$ cat src/common/rtcbus_pkg.sv
`default_nettype none
package rtcbus_pkg;
  // Data space offsets.
  localparam logic [7:0] ADDR_STATUS0   = 8'h00;
  localparam logic [7:0] ADDR_STATUS1   = 8'h01;
  localparam logic [7:0] ADDR_STATUS2   = 8'h02;
  localparam logic [7:0] ADDR_TRIM      = 8'h10;
  localparam logic [7:0] ADDR_CLK_FIRST = 8'h20;
  localparam logic [7:0] ADDR_CLK_LAST  = 8'h28;
  localparam logic [7:0] ADDR_ALM_FIRST = 8'h30;
  localparam logic [7:0] ADDR_ALM_LAST  = 8'h34;
  localparam logic [7:0] ADDR_TMR_FIRST = 8'h40;
  localparam logic [7:0] ADDR_TMR_LAST  = 8'h43;
  localparam logic [7:0] ADDR_USR_FIRST = 8'h50;
  localparam logic [7:0] ADDR_USR_LAST  = 8'h5F;
  localparam logic [7:0] CMD_BOTH       = 8'hF0;
  localparam logic [7:0] CMD_CLOCK      = 8'hF1;
  localparam logic [7:0] CMD_TIMER      = 8'hF2;
  // Counts of locations.
  localparam int CLK_BYTES = 9;
  localparam int ALM_BYTES = 5;
  localparam int TMR_BYTES = 4;
  localparam int USR_BYTES = 16;
  // Status word 2 fields.
  localparam int STAT2_INIT_BIT  = 4;
  localparam int STAT2_TUNE_BIT  = 0;
  localparam logic [7:0] STAT_RESET = 8'h00;
  localparam logic [7:0] BYTE_ZERO  = 8'h00;
  // Access kinds recognised by the strobe decoder.
  typedef enum logic [1:0] {
    ACC_NONE  = 2'b00,
    ACC_READ  = 2'b01,
    ACC_WRITE = 2'b10
  } rtcbus_acc_type;
endpackage
`default_nettype wire

$ cat src/rtl/rtcbus_strobe.sv
`default_nettype none
// ==========================================================
// Strobe decoder for both host bus styles
// ==========================================================
module rtcbus_strobe
(
  input  wire logic           clk,
  input  wire logic           resetn,
  input  wire logic           style_rw,
  input  wire logic           cs_n,
  input  wire logic           wr_pin,
  input  wire logic           rd_pin,
  input  wire logic           block,
  output rtcbus_pkg::rtcbus_acc_type acc_level,
  output logic                acc_start
);
  import rtcbus_pkg::*;

  rtcbus_acc_type prev_r;
  rtcbus_acc_type prev_nxt;

  // Separate strobes or direction plus data strobe, per bus style.
  always_comb begin
    acc_level = ACC_NONE;
    if (!block && !cs_n && !rd_pin && !style_rw && wr_pin) begin // RULE_14
      acc_level = ACC_READ;
    end else if (!block && !cs_n && rd_pin && !style_rw && !wr_pin) begin
      acc_level = ACC_WRITE;
    end else if (!block && !cs_n && !rd_pin && style_rw) begin
      acc_level = wr_pin ? ACC_READ : ACC_WRITE; // RULE_14
    end
  end

  always_comb begin
    prev_nxt = acc_level;
  end

  // A transfer acts once, on the first cycle its strobe is seen.
  assign acc_start = (acc_level != ACC_NONE) && (prev_r != acc_level);

  always_ff @(posedge clk) begin
    if (!resetn) begin
      prev_r <= ACC_NONE;
    end else begin
      prev_r <= prev_nxt;
    end
  end
endmodule
`default_nettype wire

$ cat src/rtl/rtcbus_core.sv
`default_nettype none
// Operation
// RULE_01: Power fail low blocks bus inputs and floats all eight lines.
// RULE_02: Alarm interrupt still pulls the request low during standby.
// RULE_03: Host writes one then zero to status 2 bit 4.
// RULE_04: That write pair sets tuning mode and clears other status bits.
// RULE_05: Host loads time copies then issues clock command with a write.
// RULE_06: Without tuning the host writes 210 to the trimming register.
// RULE_07: Host clears tuning mode only after writing the trimming register.
// RULE_08: Hidden timekeeping area is reachable only through commands.
// RULE_09: Every data space location is readable and writable.
// RULE_10: Sixteen user bytes live at 50 to 5F hex.
// RULE_11: User bytes keep their contents during standby.
// RULE_12: Commands and time set lock never touch user bytes.
// RULE_13: Host sets address/data select before chip select and strobe.
// RULE_14: Strobe pins act in separate-strobe or direction-line style.
// RULE_15: Host must not trust register contents after power-up.
// RULE_16: Data space holds three status registers.
// RULE_17: Nine time and date copies, loaded or transferred by command.
// RULE_18: Five host-writable alarm locations.
// RULE_19: Four timer copies, loaded or transferred by command.
// RULE_20: Three commands move copies to and from the hidden area.
// RULE_21: Select low means address byte, high means data byte.
// RULE_22: Data accesses hit the latched address until a new one.
// RULE_23: Command read loads copies; command write stores hidden area.
// RULE_24: Read with select low returns the address latch.
// RULE_25: Bus driven only with chip select, read and no power fail.
module rtcbus_core
(
  input  wire logic        clk,
  input  wire logic        resetn,
  input  wire logic        style_rw,
  input  wire logic        power_fail_n,
  input  wire logic        cs_n,
  input  wire logic        wr_pin,
  input  wire logic        rd_pin,
  input  wire logic        addr_data_sel,
  input  wire logic [7:0]  muxed_bus_in,
  output logic      [7:0]  muxed_bus_out,
  output logic             muxed_bus_oe,
  input  wire logic        alarm_event,
  input  wire logic        alarm_unmasked,
  output logic             irq_n_out,
  output logic             irq_n_oe,
  output logic             tune_mode,
  output logic      [7:0]  trim_value
);
  import rtcbus_pkg::*;

  // ==========================================================
  // Input synchronisers
  // ==========================================================
  logic [13:0] sync1_r;
  logic [13:0] sync2_r;
  logic [13:0] sync_nxt;
  logic        pf_n_s;
  logic        cs_n_s;
  logic        wr_s;
  logic        rd_s;
  logic        sel_s;
  logic [7:0]  bus_s;

  // Pins other than style_rw and alarm_unmasked cross into the clock domain through two flops before use.
  always_comb begin
    sync_nxt = {power_fail_n, cs_n, wr_pin, rd_pin, addr_data_sel,
                muxed_bus_in, alarm_event};
  end

  always_ff @(posedge clk) begin
    sync1_r <= sync_nxt;
    sync2_r <= sync1_r;
  end

  assign pf_n_s = sync2_r[13];
  assign cs_n_s = sync2_r[12];
  assign wr_s   = sync2_r[11];
  assign rd_s   = sync2_r[10];
  assign sel_s  = sync2_r[9];
  assign bus_s  = sync2_r[8:1];

  // ==========================================================
  // Strobe decoding
  // ==========================================================
  rtcbus_acc_type acc_level;
  logic           acc_start;
  logic           standby;

  assign standby = !pf_n_s; // RULE_01

  rtcbus_strobe u_strobe (
    .clk       (clk),
    .resetn    (resetn),
    .style_rw  (style_rw),
    .cs_n      (cs_n_s),
    .wr_pin    (wr_s),
    .rd_pin    (rd_s),
    .block     (standby),
    .acc_level (acc_level),
    .acc_start (acc_start)
  );

  // ==========================================================
  // Storage
  // ==========================================================
  logic [7:0] addr_r;
  logic [7:0] addr_nxt;
  logic [7:0] stat_r [3];
  logic [7:0] stat_nxt [3];
  logic [7:0] trim_r;
  logic [7:0] trim_nxt;
  logic [7:0] clk_r [CLK_BYTES];
  logic [7:0] clk_nxt [CLK_BYTES];
  logic [7:0] alm_r [ALM_BYTES];
  logic [7:0] alm_nxt [ALM_BYTES];
  logic [7:0] tmr_r [TMR_BYTES];
  logic [7:0] tmr_nxt [TMR_BYTES];
  logic [7:0] usr_r [USR_BYTES];
  logic [7:0] usr_nxt [USR_BYTES];
  logic [7:0] hclk_r [CLK_BYTES];
  logic [7:0] hclk_nxt [CLK_BYTES];
  logic [7:0] htmr_r [TMR_BYTES];
  logic [7:0] htmr_nxt [TMR_BYTES];
  logic [7:0] rd_data_r;
  logic [7:0] rd_data_nxt;
  logic       irq_r;
  logic       irq_nxt;

  logic is_wr;
  logic is_rd;
  logic cmd_clk;
  logic cmd_tmr;

  // True when an address falls in a window of the map.
  function automatic logic in_range(input logic [7:0] a,
                                    input logic [7:0] lo,
                                    input logic [7:0] hi);
    in_range = (a >= lo) && (a <= hi);
  endfunction

  assign is_wr   = acc_start && (acc_level == ACC_WRITE) && sel_s;
  assign is_rd   = acc_start && (acc_level == ACC_READ) && sel_s;
  assign cmd_clk = (addr_r == CMD_BOTH) || (addr_r == CMD_CLOCK); // RULE_20
  assign cmd_tmr = (addr_r == CMD_BOTH) || (addr_r == CMD_TIMER); // RULE_20

  // ==========================================================
  // Next-state of the data space and hidden area
  // ==========================================================
  always_comb begin
    addr_nxt  = addr_r;
    stat_nxt  = stat_r;
    trim_nxt  = trim_r;
    clk_nxt   = clk_r;
    alm_nxt   = alm_r;
    tmr_nxt   = tmr_r;
    usr_nxt   = usr_r;
    hclk_nxt  = hclk_r;
    htmr_nxt  = htmr_r;
    // Address byte is latched when select is low.
    if (acc_start && acc_level == ACC_WRITE && !sel_s) begin
      addr_nxt = bus_s; // RULE_21
    end
    // Data writes go to the latched location only, except the init pair, which also clears status 0 and 1; user bytes are
    // never in the path of a command, which keeps them intact.
    if (is_wr) begin // RULE_22
      if (addr_r == ADDR_STATUS2 && stat_r[2][STAT2_INIT_BIT]
          && !bus_s[STAT2_INIT_BIT]) begin
        stat_nxt[0] = STAT_RESET; // RULE_04
        stat_nxt[1] = STAT_RESET;
        stat_nxt[2] = STAT_RESET;
        stat_nxt[2][STAT2_TUNE_BIT] = 1'b1; // RULE_04
      end else if (in_range(addr_r, ADDR_STATUS0, ADDR_STATUS2)) begin
        stat_nxt[addr_r[1:0]] = bus_s; // RULE_16 RULE_09
      end
      if (addr_r == ADDR_TRIM) begin
        trim_nxt = bus_s; // RULE_09
      end
      if (in_range(addr_r, ADDR_CLK_FIRST, ADDR_CLK_LAST)) begin
        clk_nxt[addr_r[3:0]] = bus_s; // RULE_17
      end
      if (in_range(addr_r, ADDR_ALM_FIRST, ADDR_ALM_LAST)) begin
        alm_nxt[addr_r[2:0]] = bus_s; // RULE_18
      end
      if (in_range(addr_r, ADDR_TMR_FIRST, ADDR_TMR_LAST)) begin
        tmr_nxt[addr_r[1:0]] = bus_s; // RULE_19
      end
      if (in_range(addr_r, ADDR_USR_FIRST, ADDR_USR_LAST)) begin
        usr_nxt[addr_r[3:0]] = bus_s; // RULE_10
      end
      // Command write stores copies into the hidden area.
      if (cmd_clk) begin // RULE_12
        hclk_nxt = clk_r; // RULE_23 RULE_08
      end
      if (cmd_tmr) begin
        htmr_nxt = tmr_r; // RULE_23
      end
    end
    // Command read loads copies from the hidden area.
    if (is_rd && cmd_clk) begin
      clk_nxt = hclk_r; // RULE_23 RULE_17
    end
    if (is_rd && cmd_tmr) begin
      tmr_nxt = htmr_r; // RULE_23 RULE_19
    end
  end

  // ==========================================================
  // Read data path
  // ==========================================================
  // The hidden area has no address, so it never appears here.
  always_comb begin
    rd_data_nxt = rd_data_r;
    if (acc_start && acc_level == ACC_READ) begin
      rd_data_nxt = BYTE_ZERO;
      if (!sel_s) begin
        rd_data_nxt = addr_r; // RULE_24
      end else if (in_range(addr_r, ADDR_STATUS0, ADDR_STATUS2)) begin
        rd_data_nxt = stat_r[addr_r[1:0]];
      end else if (addr_r == ADDR_TRIM) begin
        rd_data_nxt = trim_r;
      end else if (in_range(addr_r, ADDR_CLK_FIRST, ADDR_CLK_LAST)) begin
        rd_data_nxt = clk_r[addr_r[3:0]];
      end else if (in_range(addr_r, ADDR_ALM_FIRST, ADDR_ALM_LAST)) begin
        rd_data_nxt = alm_r[addr_r[2:0]];
      end else if (in_range(addr_r, ADDR_TMR_FIRST, ADDR_TMR_LAST)) begin
        rd_data_nxt = tmr_r[addr_r[1:0]];
      end else if (in_range(addr_r, ADDR_USR_FIRST, ADDR_USR_LAST)) begin
        rd_data_nxt = usr_r[addr_r[3:0]]; // RULE_10
      end
    end
  end

  // Interrupt is independent of the bus, so standby cannot mask it.
  always_comb begin
    irq_nxt = sync2_r[0] && alarm_unmasked; // RULE_02
  end

  // Storage flops; user bytes and copies are not reset, so they
  // survive standby and a power-fail tied to system reset.
  always_ff @(posedge clk) begin
    stat_r <= stat_nxt;
    trim_r <= trim_nxt;
    clk_r  <= clk_nxt;
    alm_r  <= alm_nxt;
    tmr_r  <= tmr_nxt;
    usr_r  <= usr_nxt; // RULE_11
    hclk_r <= hclk_nxt;
    htmr_r <= htmr_nxt;
    addr_r <= addr_nxt;
  end

  always_ff @(posedge clk) begin
    if (!resetn) begin
      rd_data_r <= BYTE_ZERO;
      irq_r     <= 1'b0;
    end else begin
      rd_data_r <= rd_data_nxt;
      irq_r     <= irq_nxt;
    end
  end

  // ==========================================================
  // Pins
  // ==========================================================
  assign muxed_bus_out = rd_data_r;
  assign muxed_bus_oe  = (acc_level == ACC_READ) && !standby; // RULE_25
  assign irq_n_out     = 1'b0;
  assign irq_n_oe      = irq_r; // RULE_02
  assign tune_mode     = stat_r[2][STAT2_TUNE_BIT];
  assign trim_value    = trim_r;

  // ==========================================================
  // Checks
  // ==========================================================
  // Standby must both float the bus and keep the decoder from acting.
  a_standby_float: assert property ( // RULE_01
    @(posedge clk) disable iff (!resetn)
    standby |-> !muxed_bus_oe && (acc_level == ACC_NONE))
    else $error("bus driven in standby");
  a_irq_in_standby: assert property ( // RULE_02
    @(posedge clk) disable iff (!resetn)
    (sync2_r[0] && alarm_unmasked) |=> !irq_n_out && irq_n_oe)
    else $error("alarm irq missing");
  a_init_pair: assert property ( // RULE_04
    @(posedge clk) disable iff (!resetn)
    (is_wr && addr_r == ADDR_STATUS2 && stat_r[2][STAT2_INIT_BIT]
     && !bus_s[STAT2_INIT_BIT])
    |=> (stat_r[2] == (8'h01 << STAT2_TUNE_BIT))
     && (stat_r[0] == STAT_RESET) && (stat_r[1] == STAT_RESET))
    else $error("init pair wrong");
  a_addr_latch: assert property ( // RULE_21
    @(posedge clk) disable iff (!resetn)
    (acc_start && acc_level == ACC_WRITE && !sel_s)
    |=> addr_r == $past(bus_s))
    else $error("address not latched");
  a_addr_hold: assert property ( // RULE_22
    @(posedge clk) disable iff (!resetn)
    (is_wr || is_rd) |=> $stable(addr_r))
    else $error("address moved");
  a_addr_readback: assert property ( // RULE_24
    @(posedge clk) disable iff (!resetn)
    (acc_start && acc_level == ACC_READ && !sel_s)
    |=> rd_data_r == $past(addr_r))
    else $error("latch readback wrong");
  a_cmd_store: assert property ( // RULE_23
    @(posedge clk) disable iff (!resetn)
    (is_wr && addr_r == CMD_CLOCK) |=> hclk_r[0] == $past(clk_r[0]))
    else $error("clock store failed");
  a_user_kept: assert property ( // RULE_12
    @(posedge clk) disable iff (!resetn)
    ((is_wr || is_rd) && addr_r >= CMD_BOTH)
    |=> $stable(usr_r[0]) && $stable(usr_r[USR_BYTES-1]))
    else $error("user byte disturbed");
  a_drive_cond: assert property ( // RULE_25
    @(posedge clk) disable iff (!resetn)
    muxed_bus_oe |-> !cs_n_s && !rd_s && pf_n_s)
    else $error("drive without select");
endmodule
`default_nettype wire

$ cat config.mk
export PLATFORM = sky130hd
export DESIGN_NAME = rtcbus_core
export DESIGN_NICKNAME = d
export VERILOG_FILES = /design/src/common/rtcbus_pkg.sv /design/src/rtl/rtcbus_strobe.sv /design/src/rtl/rtcbus_core.sv
export SDC_FILE = /design/constraint.sdc
export NUM_CORES = 1
export LEC_CHECK = 0
export BUFFER_PORTS_ARGS = -buffer_cell sky130_fd_sc_hd__buf_2
export CAP_MARGIN = 20
export CELL_PAD_IN_SITES_DETAIL_PLACEMENT = 1
export CELL_PAD_IN_SITES_GLOBAL_PLACEMENT = 1
export CORE_MARGIN = 5
export CORE_UTILIZATION = 36
export DETAILED_ROUTE_END_ITERATION = 10
export GPL_TIMING_DRIVEN = 0
export PLACE_DENSITY = 0.66
export SYNTH_ARGS = -nofsm -noshare
export SYNTH_HDL_FRONTEND = slang
export SYNTH_SLANG_ARGS = --single-unit
$ cat constraint.sdc
create_clock -name clk -period 6.7 [get_ports clk]
set_input_delay 0.67 -clock clk [delete_from_list [all_inputs] [get_ports clk]]
set_output_delay 0.67 -clock clk [all_outputs]
set_load 0.005 [all_outputs]
==> run_results.csv <==
group,metric,value,unit
setup_path,critPathLaunch,"sync2_r[12]",
die,ios,38,
yosys,synth_edf_count,416,
yosys,ys_warn_count,0,
timing,hold_ws,0.1691,ns
cts,tritoncts,"built",
yosys,synthAdderAreaFrac,0,%
cts,hold_buffers,0,
setup_path,critPathMaxFanout,12,
cts,postCtsSetupBuffers,0,
route,met1_length,24530,um
yosys,synth_area_leader_cell,"edfxtp_1",
cts,ctsHtreeMaxLevel,2,
die,start_util,36.54,%
yosys,synthMuxAreaShare,8.313,%
setup_path,r2r_cells,6,
final_layout,area_delta_synth_final,16.99,%
final_layout,final_layout_size_suffix_gt1_share,21.62,%
placed_design,port_buffers,36,
timing,slew-limit-headroom,29.12,%
worst_hold_path,hold_class,"input pin to flip-flop",
grt,grt_pass1_wl,81770,um
route,avgRoutedWirePerCell,28.07,um
yosys,synth_area_leaders,"edfxtp_1, mux4_2, dfxtp_1",
pwr,ir_drop,0.2072,mV
grt,antenna_found_initial,0,
yosys,synthFlopType,"edfxtp_1",
route,first_iter_violations,1108,
timing,tightest_slew,1.054,ns
outcome,status,"complete, no violations",
pwr,pwr-share-clk,45.7,%
yosys,async_flop_share,0,%
yosys,ys_top_cells_by_count,"edfxtp_1, nand2_1, a22o_1",
setup_path,endpoint_kind,"flip-flop",
yosys,yosysUniqueCellTypes,76,
setup_path,crit_arrival,3.69,ns
route,top_layer,"met4",
pwr,pwr-share-seq,52.4,%
setup_path,r2r_end,"htmr_r[2]",
pwr,intPower,4.687,mW
pwr,p_leak,7.224,nW
die,die_h,236.1,um
yosys,synthSimpleGateAreaFrac,7.443,%
yosys,synth_compound_area_share,9.360,%
cts,cts_buffers,49,
grt,grt_pass1_vias,11798,
route,vias,11218,
die,die_area,0.05576,mm2
yosys,synth_top_area_share,67.86,%
yosys,synthesis.area,0.01841,mm2
timing,skew,0.02745,ns
timing,fin_crit_sh,50.67,%
setup_path,worstSetupEndpoint,"htmr_r[2]",
route,dr_wl_met3,3444,um
die,row_count,82,
grt,overflow,0,
run,max-cap-violations,0,
yosys,synth_xor_area_share,0.04758,%
setup_path,cp_data_required_time,7.00,ns
final_layout,fin_util,42.75,%
placed_design,gp_congestion,0.8846,
die,die_w,236.1,um
route,routed-wl-met2,25870,um
pwr,switchingPower,1.233,mW
timing,setup_viol,0,
setup_path,cp-start-kind,"flip-flop",
die,coreArea,0.05038,mm2
yosys,syn_nets,1177,
timing,finalHoldViolations,0,
yosys,yosysSeqAreaShare,72.10,%
route,post-route-drc-count,0,
yosys,synthCells,1159,
cts,insertion_delay,0.60,ns
pwr,p_comb_share,1.8,%
grt,grt_use_total,19.60,%
pwr,switching_share,20.83,%
cts,clockRootBuffer,"clkbuf_16",
cts,cts.path.max_buffers,3,
final_layout,num-nets-final,1300,
yosys,synth_top_family_by_area,"compound AO/OA/AOI/OAI gates",
timing,max_freq,294.6,MHz
route,drtPass1Iterations,5,
route,totalWireLength,56020,um
yosys,ys_ff_latch,455,
yosys,syn_avg_cell_area,15.88,um2
cts,path_clk_slew,0.06,ns
cts,cts_resized,0,
cts,clkSinkCount,455,
timing,slew_violations,0,
timing,rsz0062_at_grt,"no",
timing,min_period,3.395,ns
setup_path,critPathKind,"flip-flop to flip-flop",
setup_path,r2r_slack,3.31,ns
pwr,fin_total_pwr,5.920,mW
pwr,cellPowerDensity,274.9,mW/mm2
route,vias_per_cell,5.620,
yosys,synth_most_common_cell,"edfxtp_1",
grt,grt_max_degree,26,
route,postRouteAntennaNets,0,
setup_path,timing.rr.start,"sync2_r[12]",
placed_design,hpwl,37760,um
-- stage by stage --
stage	instance area [um2]	setup WS [ns]	std cells	TNS (ns)
final	21530	3.305	1996	0
after global routing	21530	3.204	1995	0
after CTS	21440	3.352	1991	0
after detailed placement	19850	2.958	1899	0
after global placement	19430	-0.1491	1867	-10.47
after floorplan	18410	1.941	1159	0
-- flip-flops by register name (all words and copies together), names as in the netlist, 23 cells and up --
register and cells:
stat_r 23, clk_r 72, htmr_r 32, alm_r 40, usr_r 128, hclk_r 72, tmr_r 32
-- worst min path at each step --
stage                             start          to  slack [ns]  cells past startpoint
after floorplan              sync1_r[0]  sync2_r[0]        0.31                      0
after global placement       sync1_r[2]  sync2_r[2]        0.31                      0
after detailed placement     sync1_r[9]  sync2_r[9]        0.31                      0
after CTS                 addr_data_sel  sync1_r[9]        0.14                      1
after global routing      addr_data_sel  sync1_r[9]        0.15                      1
final                       alarm_event  sync1_r[0]        0.17                      1
-- metal layers --
layer  vias to the layer above  global-route usage (%)
met1                      5911                   27.08
met4                         0                   7.970
met3                        97                   3.668
met5                         -                       0
li1                       4817                       -
met2                       393                   30.73
-- critical path, cell delays in order, from the launching register on --
cell	delay (ns)
dfxtp_1	0.32
nand2b_1	0.19
a2111oi_4	0.67
nand2_1	0.48
nor3_2	0.86
buf_4	0.36
buf_6	0.21
-- cell families (layout without fill, tap and decap cells) --
logic type / Yosys count / count (layout)
buf+inv: 88 / 252
flops: 455 / 455
simple gates: 271 / 271
xor+xnor: 1 / 1
other cells: 1 / 2
mux: 104 / 104
compound gates: 239 / 239
-- power by group through the flow --
stage	clock [mW]	sequential, mW	combinational [mW]
after CTS	2.75	3.11	0.0959
after global placement	0	3.17	0.0848
final	2.71	3.10	0.109
after detailed placement	0	3.17	0.0956
after global routing	2.87	3.10	0.114
after floorplan	0	3.16	0.0494
-- area by class of cell --
| cell class | count | area [um2] |
|---|---|---|
| clock buffers | 65 | 1379 |
| repair buffers | 72 | 623.1 |
| fillers | 4987 | 28840 |
| well taps | 672 | 840.8 |
| diodes | 1 | 2.502 |
| multi-input cells | 616 | 4698 |
| inverters | 5 | 18.77 |
| clock inverters | 27 | 219.0 |
| plain buffers | 83 | 480.5 |
| flip-flops and latches | 455 | 13270 |
-- cell usage in the layout, fill, tap and decap left out, types with 8 or more instances in the layout --
cell type,instances
o31ai_1,18
o22ai_1,12
nor3_1,13
mux2_2,17
a21oi_1,33
clkinv_1,9
buf_16,9
clkinv_2,9
buf_6,8
clkbuf_16,51
o211ai_1,12
nor2_1,28
nand3_1,12
nand2_1,145
mux2i_1,49
a22o_1,57
buf_2,74
a211oi_1,8
edfxtp_1,416
mux4_2,37
clkbuf_1,39
dfxtp_1,39
o21ai_1,18
nor2b_1,12
buf_4,25
o21ai_0,34
Power figures use the tool's default switching activity.
